## src/pdmc_defines.vh

```
/*
  pdmc_defines.vh: constants for the power-down mode controller.
  assumes inclusion by bare name from the controller sources.
*/
// What this block does
// two power-down modes, sleep and standby, entered only from program execution
// power-down instruction enters sleep if standby-select bit is 0, else standby
// cpu halted in power-down; registers and ram contents held
// standby: ports hold levels or float, chosen by port-float bit
// standby keeps certain peripheral registers instead of resetting them
// exit on interrupt, dma address error, power-on reset or manual reset
// sleep keeps clock and peripherals running; standby stops both
`ifndef PDMC_DEFINES_VH
`define PDMC_DEFINES_VH
`define PDMC_ST_RUN        3'h1
`define PDMC_ST_SLEEP      3'h2
`define PDMC_ST_STANDBY    3'h4
`define PDMC_SCR_SELECT_BIT 7
`define PDMC_SCR_FLOAT_BIT  6
`define PDMC_SCR_RESET      8'h00
`define PDMC_SCR_MASK       8'hC0
`define PDMC_EV_IRQ         0
`define PDMC_EV_DMA_ERR     1
`define PDMC_EV_MRST        2
`endif

```

## src/pdmc_sync.v

```verilog
/*
  pdmc_sync.v: two-flop synchroniser bank for the exit event pins.
  assumes inputs are asynchronous to ref_clk_i.
*/
`timescale 1ns/100ps
module pdmc_sync (
  // clock and reset
  input  wire       ref_clk_i,
  input  wire       reset_i,
  // raw and synchronised levels
  input  wire [2:0] async_i,
  output wire [2:0] sync_o
);
  reg [2:0] stage1;
  reg [2:0] stage2;
  always @(posedge ref_clk_i) begin
    if (reset_i) begin
      stage1 <= 3'h0;
      stage2 <= 3'h0;
    end else begin
      stage1 <= async_i;
      stage2 <= stage1;
    end
  end
  assign sync_o = stage2;
endmodule // pdmc_sync

```

## src/pdmc_ctrl.v

```verilog
/*
  pdmc_ctrl.v: power-down mode controller top.
  holds the standby control register, the run/sleep/standby state machine
  and the registered lines that halt the core, stop the clock and the
  peripherals, keep peripheral registers and set the i/o port behaviour.
  assumes the cpu core raises sleep_insn_i for one cycle when it executes the
  power-down instruction, and that the core is in program execution only
  while exec_state_i is high; both come from logic on ref_clk_i.
  register writes come from the core on ref_clk_i as well.
  exit events arrive as async level pins, held until the exit shows.
  reset_i is the power-on reset and is already synchronous to ref_clk_i.
*/
`timescale 1ns/100ps
`include "pdmc_defines.vh"
module pdmc_ctrl (
  // clock and reset
  input  wire       ref_clk_i,
  input  wire       reset_i,
  // cpu side
  input  wire       sleep_insn_i,
  input  wire       exec_state_i,
  input  wire       standby_control_register_we_i,
  input  wire [7:0] standby_control_register_wdata_i,
  output reg  [7:0] standby_control_register_o,
  // exit event pins
  input  wire       irq_i,
  input  wire       dma_addr_err_i,
  input  wire       manual_reset_i,
  // controls to the rest of the chip
  output reg        cpu_halt_o,
  output reg        clk_stop_o,
  output reg        periph_stop_o,
  output reg        periph_reg_hold_o,
  output reg        port_float_o,
  output reg        port_hold_o,
  output reg        manual_reset_o,
  // mode flags
  output reg        sleep_mode_o,
  output reg        standby_mode_o
);

  // state codes, one-hot
  localparam [2:0] ST_RUN     = `PDMC_ST_RUN;
  localparam [2:0] ST_SLEEP   = `PDMC_ST_SLEEP;
  localparam [2:0] ST_STANDBY = `PDMC_ST_STANDBY;

  // state decodes, shared by the register write gate and the output logic
  function is_running;
    input [2:0] st;
    begin
      is_running = (st == ST_RUN);
    end
  endfunction

  function is_sleep;
    input [2:0] st;
    begin
      is_sleep = (st == ST_SLEEP);
    end
  endfunction

  function is_standby;
    input [2:0] st;
    begin
      is_standby = (st == ST_STANDBY);
    end
  endfunction

  // either power-down mode
  function is_power_down;
    input [2:0] st;
    begin
      is_power_down = (st == ST_SLEEP) || (st == ST_STANDBY);
    end
  endfunction

  // ports float only in standby and only when software asked for it
  function ports_float;
    input [2:0] st;
    input       float_bit;
    begin
      ports_float = (st == ST_STANDBY) && float_bit;
    end
  endfunction

  // synchronised exit events, one lane per pin
  wire [2:0] ev_pins;
  wire [2:0] ev_sync;
  wire       wake_ev;
  // state machine and register
  reg  [2:0] state;
  reg  [2:0] next_state;
  reg  [7:0] standby_control_register;
  reg  [7:0] next_standby_control_register;
  wire       write_taken;
  wire       standby_select_bit;
  wire       next_port_float_bit;
  // next values of the registered outputs
  reg        next_cpu_halt;
  reg        next_clk_stop;
  reg        next_periph_stop;
  reg        next_periph_reg_hold;
  reg        next_port_float;
  reg        next_port_hold;
  reg        next_manual_reset;
  reg        next_sleep_mode;
  reg        next_standby_mode;

  // pins packed into lanes by name, so a lane move needs one edit
  assign ev_pins[`PDMC_EV_IRQ]     = irq_i;
  assign ev_pins[`PDMC_EV_DMA_ERR] = dma_addr_err_i;
  assign ev_pins[`PDMC_EV_MRST]    = manual_reset_i;

  // pins are async to ref_clk_i; two flops before any decode
  pdmc_sync u_sync (
    .ref_clk_i (ref_clk_i),
    .reset_i   (reset_i),
    .async_i   (ev_pins),
    .sync_o    (ev_sync)
  );

  // any synchronised event ends a power-down mode
  assign wake_ev = ev_sync[`PDMC_EV_IRQ] | ev_sync[`PDMC_EV_DMA_ERR] | ev_sync[`PDMC_EV_MRST];

  // writes only while running; a halted core cannot issue one anyway
  assign write_taken = standby_control_register_we_i && is_running(state);
  // mode chosen from the register as it stood before this edge, so a write
  // in the same cycle as the instruction applies to the next entry
  assign standby_select_bit = standby_control_register[`PDMC_SCR_SELECT_BIT];
  // float taken from the next register value: port lines and register
  // copy then never disagree for a cycle
  assign next_port_float_bit = next_standby_control_register[`PDMC_SCR_FLOAT_BIT];

  always @* begin
    next_standby_control_register = standby_control_register;
    if (write_taken) begin
      next_standby_control_register = standby_control_register_wdata_i & `PDMC_SCR_MASK;
    end
  end

  // reset_i is power-on reset: everything back to defaults
  always @(posedge ref_clk_i) begin
    if (reset_i) begin
      standby_control_register <= `PDMC_SCR_RESET;
    end else begin
      standby_control_register <= next_standby_control_register;
    end
  end

  // no indication when an entry is refused; the core simply carries on
  always @* begin
    next_state = state;
    case (state)
      ST_RUN: begin
        if (sleep_insn_i && exec_state_i) begin
          next_state = standby_select_bit ? ST_STANDBY : ST_SLEEP;
        end
      end
      ST_SLEEP: begin
        if (wake_ev) begin
          next_state = ST_RUN;
        end
      end
      ST_STANDBY: begin
        if (wake_ev) begin
          next_state = ST_RUN;
        end
      end
      default: next_state = ST_RUN;
    endcase
  end

  always @(posedge ref_clk_i) begin
    if (reset_i) begin
      state <= ST_RUN;
    end else begin
      state <= next_state;
    end
  end

  // outputs except manual reset follow next_state so they line up with the state itself
  // halt only; register and ram contents are untouched by this block
  always @* begin
    next_cpu_halt        = is_power_down(next_state);
    next_clk_stop        = is_standby(next_state);
    next_periph_stop     = is_standby(next_state);
    next_periph_reg_hold = is_standby(next_state);
    next_port_float      = ports_float(next_state, next_port_float_bit);
    next_port_hold       = is_power_down(next_state) && !next_port_float;
    // manual reset exits and resets the core, but keeps this register
    next_manual_reset    = ev_sync[`PDMC_EV_MRST];
    next_sleep_mode      = is_sleep(next_state);
    next_standby_mode    = is_standby(next_state);
  end

  always @(posedge ref_clk_i) begin
    if (reset_i) begin
      cpu_halt_o                 <= 1'b0;
      clk_stop_o                 <= 1'b0;
      periph_stop_o              <= 1'b0;
      periph_reg_hold_o          <= 1'b0;
      port_float_o               <= 1'b0;
      port_hold_o                <= 1'b0;
      manual_reset_o             <= 1'b0;
      sleep_mode_o               <= 1'b0;
      standby_mode_o             <= 1'b0;
      standby_control_register_o <= `PDMC_SCR_RESET;
    end else begin
      cpu_halt_o                 <= next_cpu_halt;
      clk_stop_o                 <= next_clk_stop;
      periph_stop_o              <= next_periph_stop;
      periph_reg_hold_o          <= next_periph_reg_hold;
      port_float_o               <= next_port_float;
      port_hold_o                <= next_port_hold;
      manual_reset_o             <= next_manual_reset;
      sleep_mode_o               <= next_sleep_mode;
      standby_mode_o             <= next_standby_mode;
      standby_control_register_o <= next_standby_control_register;
    end
  end
endmodule // pdmc_ctrl

```

## config.mk

```make
export PLATFORM = sky130hd
export DESIGN_NAME = pdmc_ctrl
export DESIGN_NICKNAME = d
export VERILOG_FILES = /design/src/pdmc_sync.v /design/src/pdmc_ctrl.v
export VERILOG_INCLUDE_DIRS = /design/src
export SDC_FILE = /design/constraint.sdc
export NUM_CORES = 1
export LEC_CHECK = 0
export BUFFER_PORTS_ARGS = -buffer_cell sky130_fd_sc_hd__buf_2
export CAP_MARGIN = 20
export CORE_MARGIN = 2
export CORE_UTILIZATION = 43
export DETAILED_ROUTE_END_ITERATION = 12
export GPL_TIMING_DRIVEN = 0
export PLACE_DENSITY = 0.73
export SETUP_SLACK_MARGIN = 0.15
export SYNTH_ARGS = -nofsm -noshare
export SYNTH_HDL_FRONTEND = slang
export SYNTH_SLANG_ARGS = --single-unit
```

## constraint.sdc

```tcl
create_clock -name ref_clk_i -period 1.5 [get_ports ref_clk_i]
set_input_delay 0.3 -clock ref_clk_i [delete_from_list [all_inputs] [get_ports ref_clk_i]]
set_output_delay 0.3 -clock ref_clk_i [all_outputs]
set_load 0.01 [all_outputs]
```

* After elaboration in Yosys (flattened, before gate mapping)
Index checks and enable logic that the tools add are counted.
** Cells by class
- $add $sub $neg :: 0
- Multipliers :: 0
- Divide/modulo/power cells :: 0
- Order comparisons :: 0
- Equal/unequal tests :: 5
- Shift-type cells :: 0
- Multiplexer cells :: 5
- Bitwise logic cells :: 2
- Reductions and logical operators :: 7
** Operators with widths (count)
- $mux 3 :: 3
- $mux 7 :: 1
- $eq 3x2->1 const B :: 2
- $eq 3x3->1 const B :: 2
- $pmux 3 s2 :: 1
- $logic_and 1x1->1 :: 4
- $eq 3x1->1 const B :: 1
- $or 1x1->1 :: 2
- $reduce_or 2->1 :: 1
- $logic_not 1->1 :: 1
- $logic_or 1x1->1 :: 1
** Word-level totals
- Register bits :: 17
- Bits in latches :: 0
- Bits in writable memories :: 0
- Memory bits (read-only) :: 0
- Bits of input ports :: 16
- Output and inout bits :: 17
- Logic and storage cells :: 30
- Memories kept :: 0

* Depth between registers and ports, before layout
Gate-level depths: netlist (run 1).
- Word-level depth :: 8
- Mapped depth :: 3
- Gate-level depth less buffers :: 3

* Modules after synthesis
Synthesis (run 1) repeated with hierarchy kept, for this count alone.
** Second synthesis, totals
- Cell total of the unflattened synthesis :: 57
- Area total of the unflattened synthesis :: 629.4 um^2
** By module, submodules not included
- pdmc_ctrl :: instances 1, cells an instance 45, area an instance 471.7 um^2, seq. area each 220.2 um^2
- pdmc_sync :: instances 1, cells an instance 12, area an instance 157.7 um^2, seq. area each 120.1 um^2

* Worst setup path before layout (run 1)
OpenSTA, ideal clock, no wires.
- Kind :: reg2reg
- Start :: register state[1]
- End :: register port_hold_o
- Setup time :: 0.086 ns
- Arrival time :: 1.154 ns
- Data required time :: 1.414 ns
- Path slack :: 0.260 ns
- Stages on the path, launching flop included :: 4
- Path buffers :: 0
- Period minus slack after synthesis :: 1.240 ns
- Path through :: dfxtp_1 and4bb_4 mux2_4 a221oi_2
** Between the ends
- Word-level cells in the longest chain between the ends :: 7
- Elaborated cells on any way between the ends :: 15
- Classes of those cells :: 5 x eq/ne; 4 x mux; 6 x reduce/logical
** Ends and longest elaborated chain
- start: declaration :: line pdmc_ctrl.v:91 : reg [2:0] state;
- start signal: assignment :: line pdmc_ctrl.v:177 : state <= next_state;
- $eq 3x3->1 or $eq 3x2->1 (tied branches) :: line pdmc_ctrl.v:153 : case (state)
- $reduce_or 2->1 (no source line)
- $pmux 3 s2 :: line pdmc_ctrl.v:153
- $eq 3x3->1 :: line pdmc_ctrl.v:73, pdmc_ctrl.v:82
- $logic_and 1x1->1 :: line pdmc_ctrl.v:82 : ports_float = (st == ST_STANDBY) && float_bit;
- $logic_not 1->1 :: line pdmc_ctrl.v:189 : next_port_hold = is_power_down(next_state) && !next_port_float;
- $logic_and 1x1->1 * :: line pdmc_ctrl.v:189
- end signal: assignment :: line pdmc_ctrl.v:214 : port_hold_o <= next_port_hold;
- end: declaration :: line pdmc_ctrl.v:35 : output reg port_hold_o,
Mark *: on every way between the ends. The rest lies on a longest branch, timed or not.
A chain may end at the register's enable or synchronous reset.

* Final worst setup path (run 1)
- Start :: register state[2]
- End :: register port_hold_o
Same word-level chain as after synthesis.

==> results.py, run 1 <==
metrics = {
    "detailed_routing": {
        "postRouteAntennaNets": 0,
        "drt-total-wl_um": 1030,
        "routedWlPerCell_um": 9.75,
        "viasPerCell": 4.33,
        "via_count": 459,
        "drc": 0,
        "first_pass_iters": 4,
        "drtIter0Drc": 14,
    },
    "critical_path": {
        "r2r_end": "port_hold_o$_SDFF_PP0_",
        "reg2reg_from": "state[2]$_SDFF_PP0_",
        "worstSetupStartpointType": "register",
        "r2r_cells": 3,
        "cp_max_fo": 3,
        "endpoint_kind": "register",
        "arrival_ns": 1.49,
        "rrSetupSlack_ns": 0.21,
        "cp.required_ns": 1.70,
        "critPathKind": "register to register",
    },
    "final_layout": {
        "fin_util": 0.577,
        "final_cell_mix": "buf_2, dfxtp_1, buf_4, nor2_1, nor2b_1",
        "drive_gt1_frac": 0.500,
        "layoutNonFillerInstCount": 106,
        "antennaDiodeCount": 0,
        "layout_commonest_cell": "buf_2",
        "nets": 107,
        "area_delta_synth_final_pct": 27.7,
    },
    "clocking": {
        "holdBufCountCts": 0,
        "cts_buffers": 3,
        "cts_tree": "done",
        "clk_pin_slew_ns": 0.10,
        "insertion_delay_ns": 0.28,
        "htreeDepth": 1,
        "clockBufferDepth": 2,
        "clock-root-buffer": "clkbuf_4",
        "clock_sinks": 17,
    },
    "placement": {
        "placed_cells": 100,
        "place_hpwl_um": 761,
        "gp_congestion": 0.742,
        "pre_cts_ws_ns": 0.202,
        "numPortBuffers": 20,
    },
    "logic_synthesis": {
        "ys_types": 21,
        "ys_ff_latch": 17,
        "synth.avg_cell_area_um2": 11.3,
        "synth_warnings": 0,
        "ys_seq_area_frac": 0.512,
        "syn_inst": 59,
        "netlist_area_um2": 664,
    },
    "global_routing": {
        "grt_usage": 0.122,
        "grt_max_degree": 11,
        "grt_pass1_wl_um": 1710,
        "antenna_found_initial": 0,
        "first_global_vias": 416,
        "grt-ovfl-total": 0,
    },
    "power_and_ir_drop": {
        "ir_worst_vdd_uv": 607,
        "p_per_area_nw_per_um2": 969,
        "power.leakage_uw": 0.000426,
    },
    "worst_hold_path": {
        "holdPathEnd": "u_sync.stage1[2]$_SDFF_PP0_",
        "hold_depth": 2,
        "hold_path.class": "input pin to register",
        "min_from": "manual_reset_i",
    },
    "floorplan": {
        "initial_core_util": 0.452,
        "fp.dieH_um": 43.3,
        "ios": 33,
        "die_width_um": 43.3,
        "core_area_um2": 1470,
        "row_count": 14,
        "die_area_um2": 1880,
    },
    "flow_run": {
        "drv_cap": 0,
    },
    "timing": {
        "fin_skew_ns": 0.00169,
        "finalCritPeriodShare": 0.859,
        "setup_tns_ns": 0,
        "finalSetupViolations": 0,
        "slew_viol_final": 0,
        "fmaxAchievable_mhz": 776,
        "min_period_ns": 1.29,
        "hold_viol": 0,
        "rsz0062_at_grt": "no",
        "layout_setup_ws_ns": 0.211,
        "holdWs_ns": 0.219,
    },
    "status": {
        "status": "finished clean",
    },
}
## critical path, stage by stage (launching register included)
cell      delay (ns)
dfxtp_2         0.34
and4bb_4        0.36
mux2_4          0.31
a221oi_2        0.20
## layout make-up
cell class	count	area, µm²
clock buffers	3	22.5
multi-input cells	36	259
well taps	16	20.0
flip-flops and latches	17	343
clock inverters	1	5.00
repair buffers	22	115
plain buffers	10	80.1
inverters	1	3.75
fillers	133	623
## worst max-delay path by stage
stage                        start                      to  slack, ns  depth (start not counted)
6_report       state[2]$_SDFF_PP0_  port_hold_o$_SDFF_PP0_       0.21                          3
5_1_grt        state[2]$_SDFF_PP0_  port_hold_o$_SDFF_PP0_       0.14                          3
4_1_cts        state[0]$_SDFF_PP1_  port_hold_o$_SDFF_PP0_       0.17                          3
3_5_place_dp   state[1]$_SDFF_PP0_  port_hold_o$_SDFF_PP0_       0.20                          3
3_3_place_gp   state[0]$_SDFF_PP1_  port_hold_o$_SDFF_PP0_       0.20                          3
2_1_floorplan  state[1]$_SDFF_PP0_  port_hold_o$_SDFF_PP0_       0.26                          3
## metal layers
metal | GRT usage | part of all wire | up-vias
met2 | 0.194 | 0.53 | 11
met1 | 0.158 | 0.40 | 203
met4 | 0.0545 | 0.012 | 0
met3 | 0.0255 | 0.052 | 2
met5 | 0 | 0 | -
li1 | - | - | 243
## through the flow
step	power, µW	cell area, µm²
floorplan	563	683
global placement	591	803
detailed placement	593	803
CTS	828	831
global route	864	848
finish	822	848
## sequential cells by signal, summed over array words and instances, names as in the netlist
| signal | count |
|---|---|
| state | 3 |
| standby_control_register_o | 2 |
| u_sync.sync_o | 3 |
| standby_mode_o | 1 |
| sleep_mode_o | 1 |
| cpu_halt_o | 1 |
| port_hold_o | 1 |
| manual_reset_o | 1 |
| u_sync.stage1 | 3 |
| port_float_o | 1 |
## synthesized netlist by cell type
| library cell | number | area [µm²] |
|---|---|---|
| nor4_4 | 1 | 21.3 |
| and4b_1 | 1 | 10.0 |
| mux2i_1 | 2 | 20.0 |
| a221oi_2 | 1 | 15.0 |
| a21o_1 | 1 | 7.51 |
| buf_4 | 9 | 67.6 |
| a22oi_2 | 1 | 12.5 |
| dfxtp_1 | 17 | 340 |
| dlymetal6s2s_1 | 1 | 12.5 |
| nor2_1 | 7 | 26.3 |
| conb_1 | 1 | 3.75 |
| nor2b_1 | 7 | 43.8 |
| and2b_2 | 2 | 17.5 |
| nor3_1 | 1 | 5.00 |
| and4bb_4 | 1 | 16.3 |
| nand2_1 | 1 | 3.75 |
| inv_1 | 1 | 3.75 |
| a21oi_1 | 1 | 5.00 |
| a32oi_1 | 1 | 8.76 |
| mux2_4 | 1 | 15.0 |
| o21ai_2 | 1 | 8.76 |
## power by group
| part | leakage, µW | switching [µW] | internal, µW |
|---|---|---|---|
| Combinational | 0.000269 | 46.0 | 56.1 |
| Clock | 0.0000177 | 140 | 98.9 |
| Sequential | 0.000139 | 10.3 | 471 |
| Total | 0.000426 | 196 | 626 |
## kinds of logic after synthesis
family	share of synthesized area
buffers and inverters	0.126
AOI/OAI and AO/OA	0.0866
muxes	0.0527
and+or+nand+nor	0.217
DFF	0.512
other	0.00564
## what timing repair did
item / 4_1_cts / 5_1_grt
gates resized for setup: 0 / 2
setup buffers: 0 / 2
setup endpoints to repair: 0 / 1
Power figures use the tool's default switching activity.
==> run 2: changes to the inputs <==
--- a/config.mk
+++ b/config.mk
@@ -6,13 +6,14 @@
 export SDC_FILE = /design/constraint.sdc
 export NUM_CORES = 1
 export LEC_CHECK = 0
+export ABC_AREA = 1
 export BUFFER_PORTS_ARGS = -buffer_cell sky130_fd_sc_hd__buf_2
 export CAP_MARGIN = 20
 export CORE_MARGIN = 2
 export CORE_UTILIZATION = 43
 export DETAILED_ROUTE_END_ITERATION = 12
 export GPL_TIMING_DRIVEN = 0
-export PLACE_DENSITY = 0.73
+export PLACE_DENSITY = 0.72
 export SETUP_SLACK_MARGIN = 0.15
 export SYNTH_ARGS = -nofsm -noshare
 export SYNTH_HDL_FRONTEND = slang
==> run 2 against run 1 <==
Via count grew 17%. Die area increased by 3.4%. Cell count is 23% higher.
==> results.py, run 2 <==
metrics = {
    "global_routing": {
        "first_global_vias": 421,
        "grt_usage": 0.114,
        "grt_pass1_wl_um": 1640,
        "antenna_found_initial": 0,
        "grt-ovfl-total": 0,
        "grt_max_degree": 11,
    },
    "logic_synthesis": {
        "yosys.area.top_type_share": 0.494,
        "synth-edff-count": 0,
        "yosysMostFrequentCell": "inv_1",
        "ys_async_sr_fraction": 0,
        "syn_inst": 86,
        "synth_warnings": 0,
        "ys_types": 18,
        "synth_common_cells": "inv_1, dfxtp_1, nor2_1, buf_4, nand2_1",
        "synth-main-ff-cell": "dfxtp_1",
        "synthTopCellsByArea": "dfxtp_1, buf_4, inv_1",
        "ys_seq_area_frac": 0.494,
        "netlist_area_um2": 689,
        "synth.avg_cell_area_um2": 8.02,
        "ys_ff_latch": 17,
        "yosysTopAreaCell": "dfxtp_1",
    },
    "timing": {
        "hold_viol": 0,
        "rsz0062_at_grt": "no",
        "holdWs_ns": 0.204,
        "min_period_ns": 1.19,
        "slew_viol_final": 0,
        "finalCritPeriodShare": 0.794,
        "fin_skew_ns": 0.00295,
        "fmaxAchievable_mhz": 840,
        "setup_tns_ns": 0,
        "finalSetupViolations": 0,
    },
    "placement": {
        "gp_congestion": 0.746,
        "numPortBuffers": 19,
        "place_hpwl_um": 840,
    },
    "final_layout": {
        "area_delta_synth_final_pct": 23.4,
        "nets": 131,
        "fill_cells": 148,
        "seqCellArea_um2": 340,
        "antennaDiodeCount": 0,
        "layout_commonest_cell": "buf_2",
        "final_cell_mix": "buf_2, inv_1, dfxtp_1, nor2_1, buf_4",
        "drive_gt1_frac": 0.368,
        "multi_input_area_um2": 221,
    },
    "detailed_routing": {
        "drtIter0Drc": 8,
        "postRouteAntennaNets": 0,
        "drc": 0,
        "via_count": 537,
        "drt-total-wl_um": 1030,
        "routedWlPerCell_um": 7.92,
        "viasPerCell": 4.13,
        "first_pass_iters": 3,
    },
    "critical_path": {
        "cp_top_family": "flip-flops",
        "critPathKind": "register to output port",
        "max_stage_delay_ns": 0.37,
        "cp.depth": 2,
        "path_cells": "buf_4 > buf_2",
        "crit_buf_inv": 2,
        "slowest_stage": "dfxtp_1",
        "endpoint_kind": "output port",
        "cp_max_fo": 4,
        "worstSetupStartpointType": "register",
        "cp.required_ns": 1.20,
        "arrival_ns": 0.89,
        "r2r_cells": 6,
    },
    "floorplan": {
        "row_count": 14,
        "ios": 33,
        "initial_core_util": 0.458,
        "fp.dieH_um": 44.0,
        "core_area_um2": 1510,
        "die_area_um2": 1940,
        "die_width_um": 44.0,
    },
    "clocking": {
        "clock_sinks": 17,
        "cts_tree": "done",
        "clockBufferDepth": 2,
        "cts_buffers": 3,
        "holdBufCountCts": 0,
        "clk_pin_slew_ns": 0.10,
        "cts_setup_buffers": 0,
        "htreeDepth": 1,
        "insertion_delay_ns": 0.29,
        "clock-root-buffer": "clkbuf_4",
        "cts_resized": 0,
    },
    "worst_hold_path": {
        "hold_path.class": "input pin to register",
        "hold_depth": 3,
    },
    "power_and_ir_drop": {
        "ir_worst_vdd_uv": 654,
        "p_per_area_nw_per_um2": 1000,
        "power.leakage_uw": 0.000513,
    },
    "status": {
        "status": "finished clean",
    },
    "flow_run": {
        "drv_cap": 0,
    },
}
## run 2: cell count changes in the layout (fill, tap and decap cells not counted), sizes merged, moves of 2 or more
cell and delta:
mux2i -2, inv +18, nor2 +6, and2b -2, nand2 +11, nand3 +7, o21ai +2, nor2b -7
buf -2
## run 2: kinds of logic (layout without fill, tap and decap cells)
group / after synthesis / in the layout / synth area share
and+or+nand+nor: 34 / 34 / 0.247
DFF: 17 / 17 / 0.494
other: 1 / 6 / 0.00544
buffers and inverters: 29 / 52 / 0.212
AOI/OAI and AO/OA: 5 / 5 / 0.0417
## run 2: worst min-delay path, cell delays in order
cell	delay [ns]
buf_2	0.09
inv_1	0.04
nor2_1	0.03
## run 2: per-stage QoR
step	setup slack, ns	area (µm²)	utilization	instances	power (µW)
global placement	0.474	823	0.547	126	620
floorplan	0.557	708	-	91	587
global route	0.247	851	0.565	130	899
CTS	0.302	851	0.565	130	859
finish	0.309	851	0.565	130	854
detailed placement	0.451	823	0.547	126	624
## run 2: worst paths after layout
check / start / to / slack, ns
setup / recovery: standby_mode_o$_SDFF_PP0_ / periph_stop_o / 0.31
hold / removal: dma_addr_err_i / u_sync.stage1[1]$_SDFF_PP0_ / 0.20
setup reg to reg: state[2]$_SDFF_PP0_ / port_hold_o$_SDFF_PP0_ / 0.43
hold reg to reg: u_sync.stage1[2]$_SDFF_PP0_ / u_sync.sync_o[2]$_SDFF_PP0_ / 0.41
## run 2: final cells by class
cell class / count / share of cell area
inverters: 19 / 0.0838
flip-flops and latches: 17 / 0.400
well taps: 16 / 0.0235
clock buffers: 3 / 0.0265
plain buffers: 10 / 0.0882
repair buffers: 19 / 0.112
clock inverters: 1 / 0.00588
multi-input cells: 45 / 0.260
## run 2: where the power goes
part / switching (µW) / leakage (µW) / internal, µW
logic: 68.7 / 0.000356 / 54.2
clock network: 142 / 0.0000177 / 99.1
registers: 13.8 / 0.000140 / 476
## run 2: routing by layer
layer	wire length, µm	up-vias	track usage
met5	0	-	0
met4	13	0	0.0545
met3	95	2	0.0286
met2	450	18	0.176
met1	470	223	0.148
li1	-	294	-
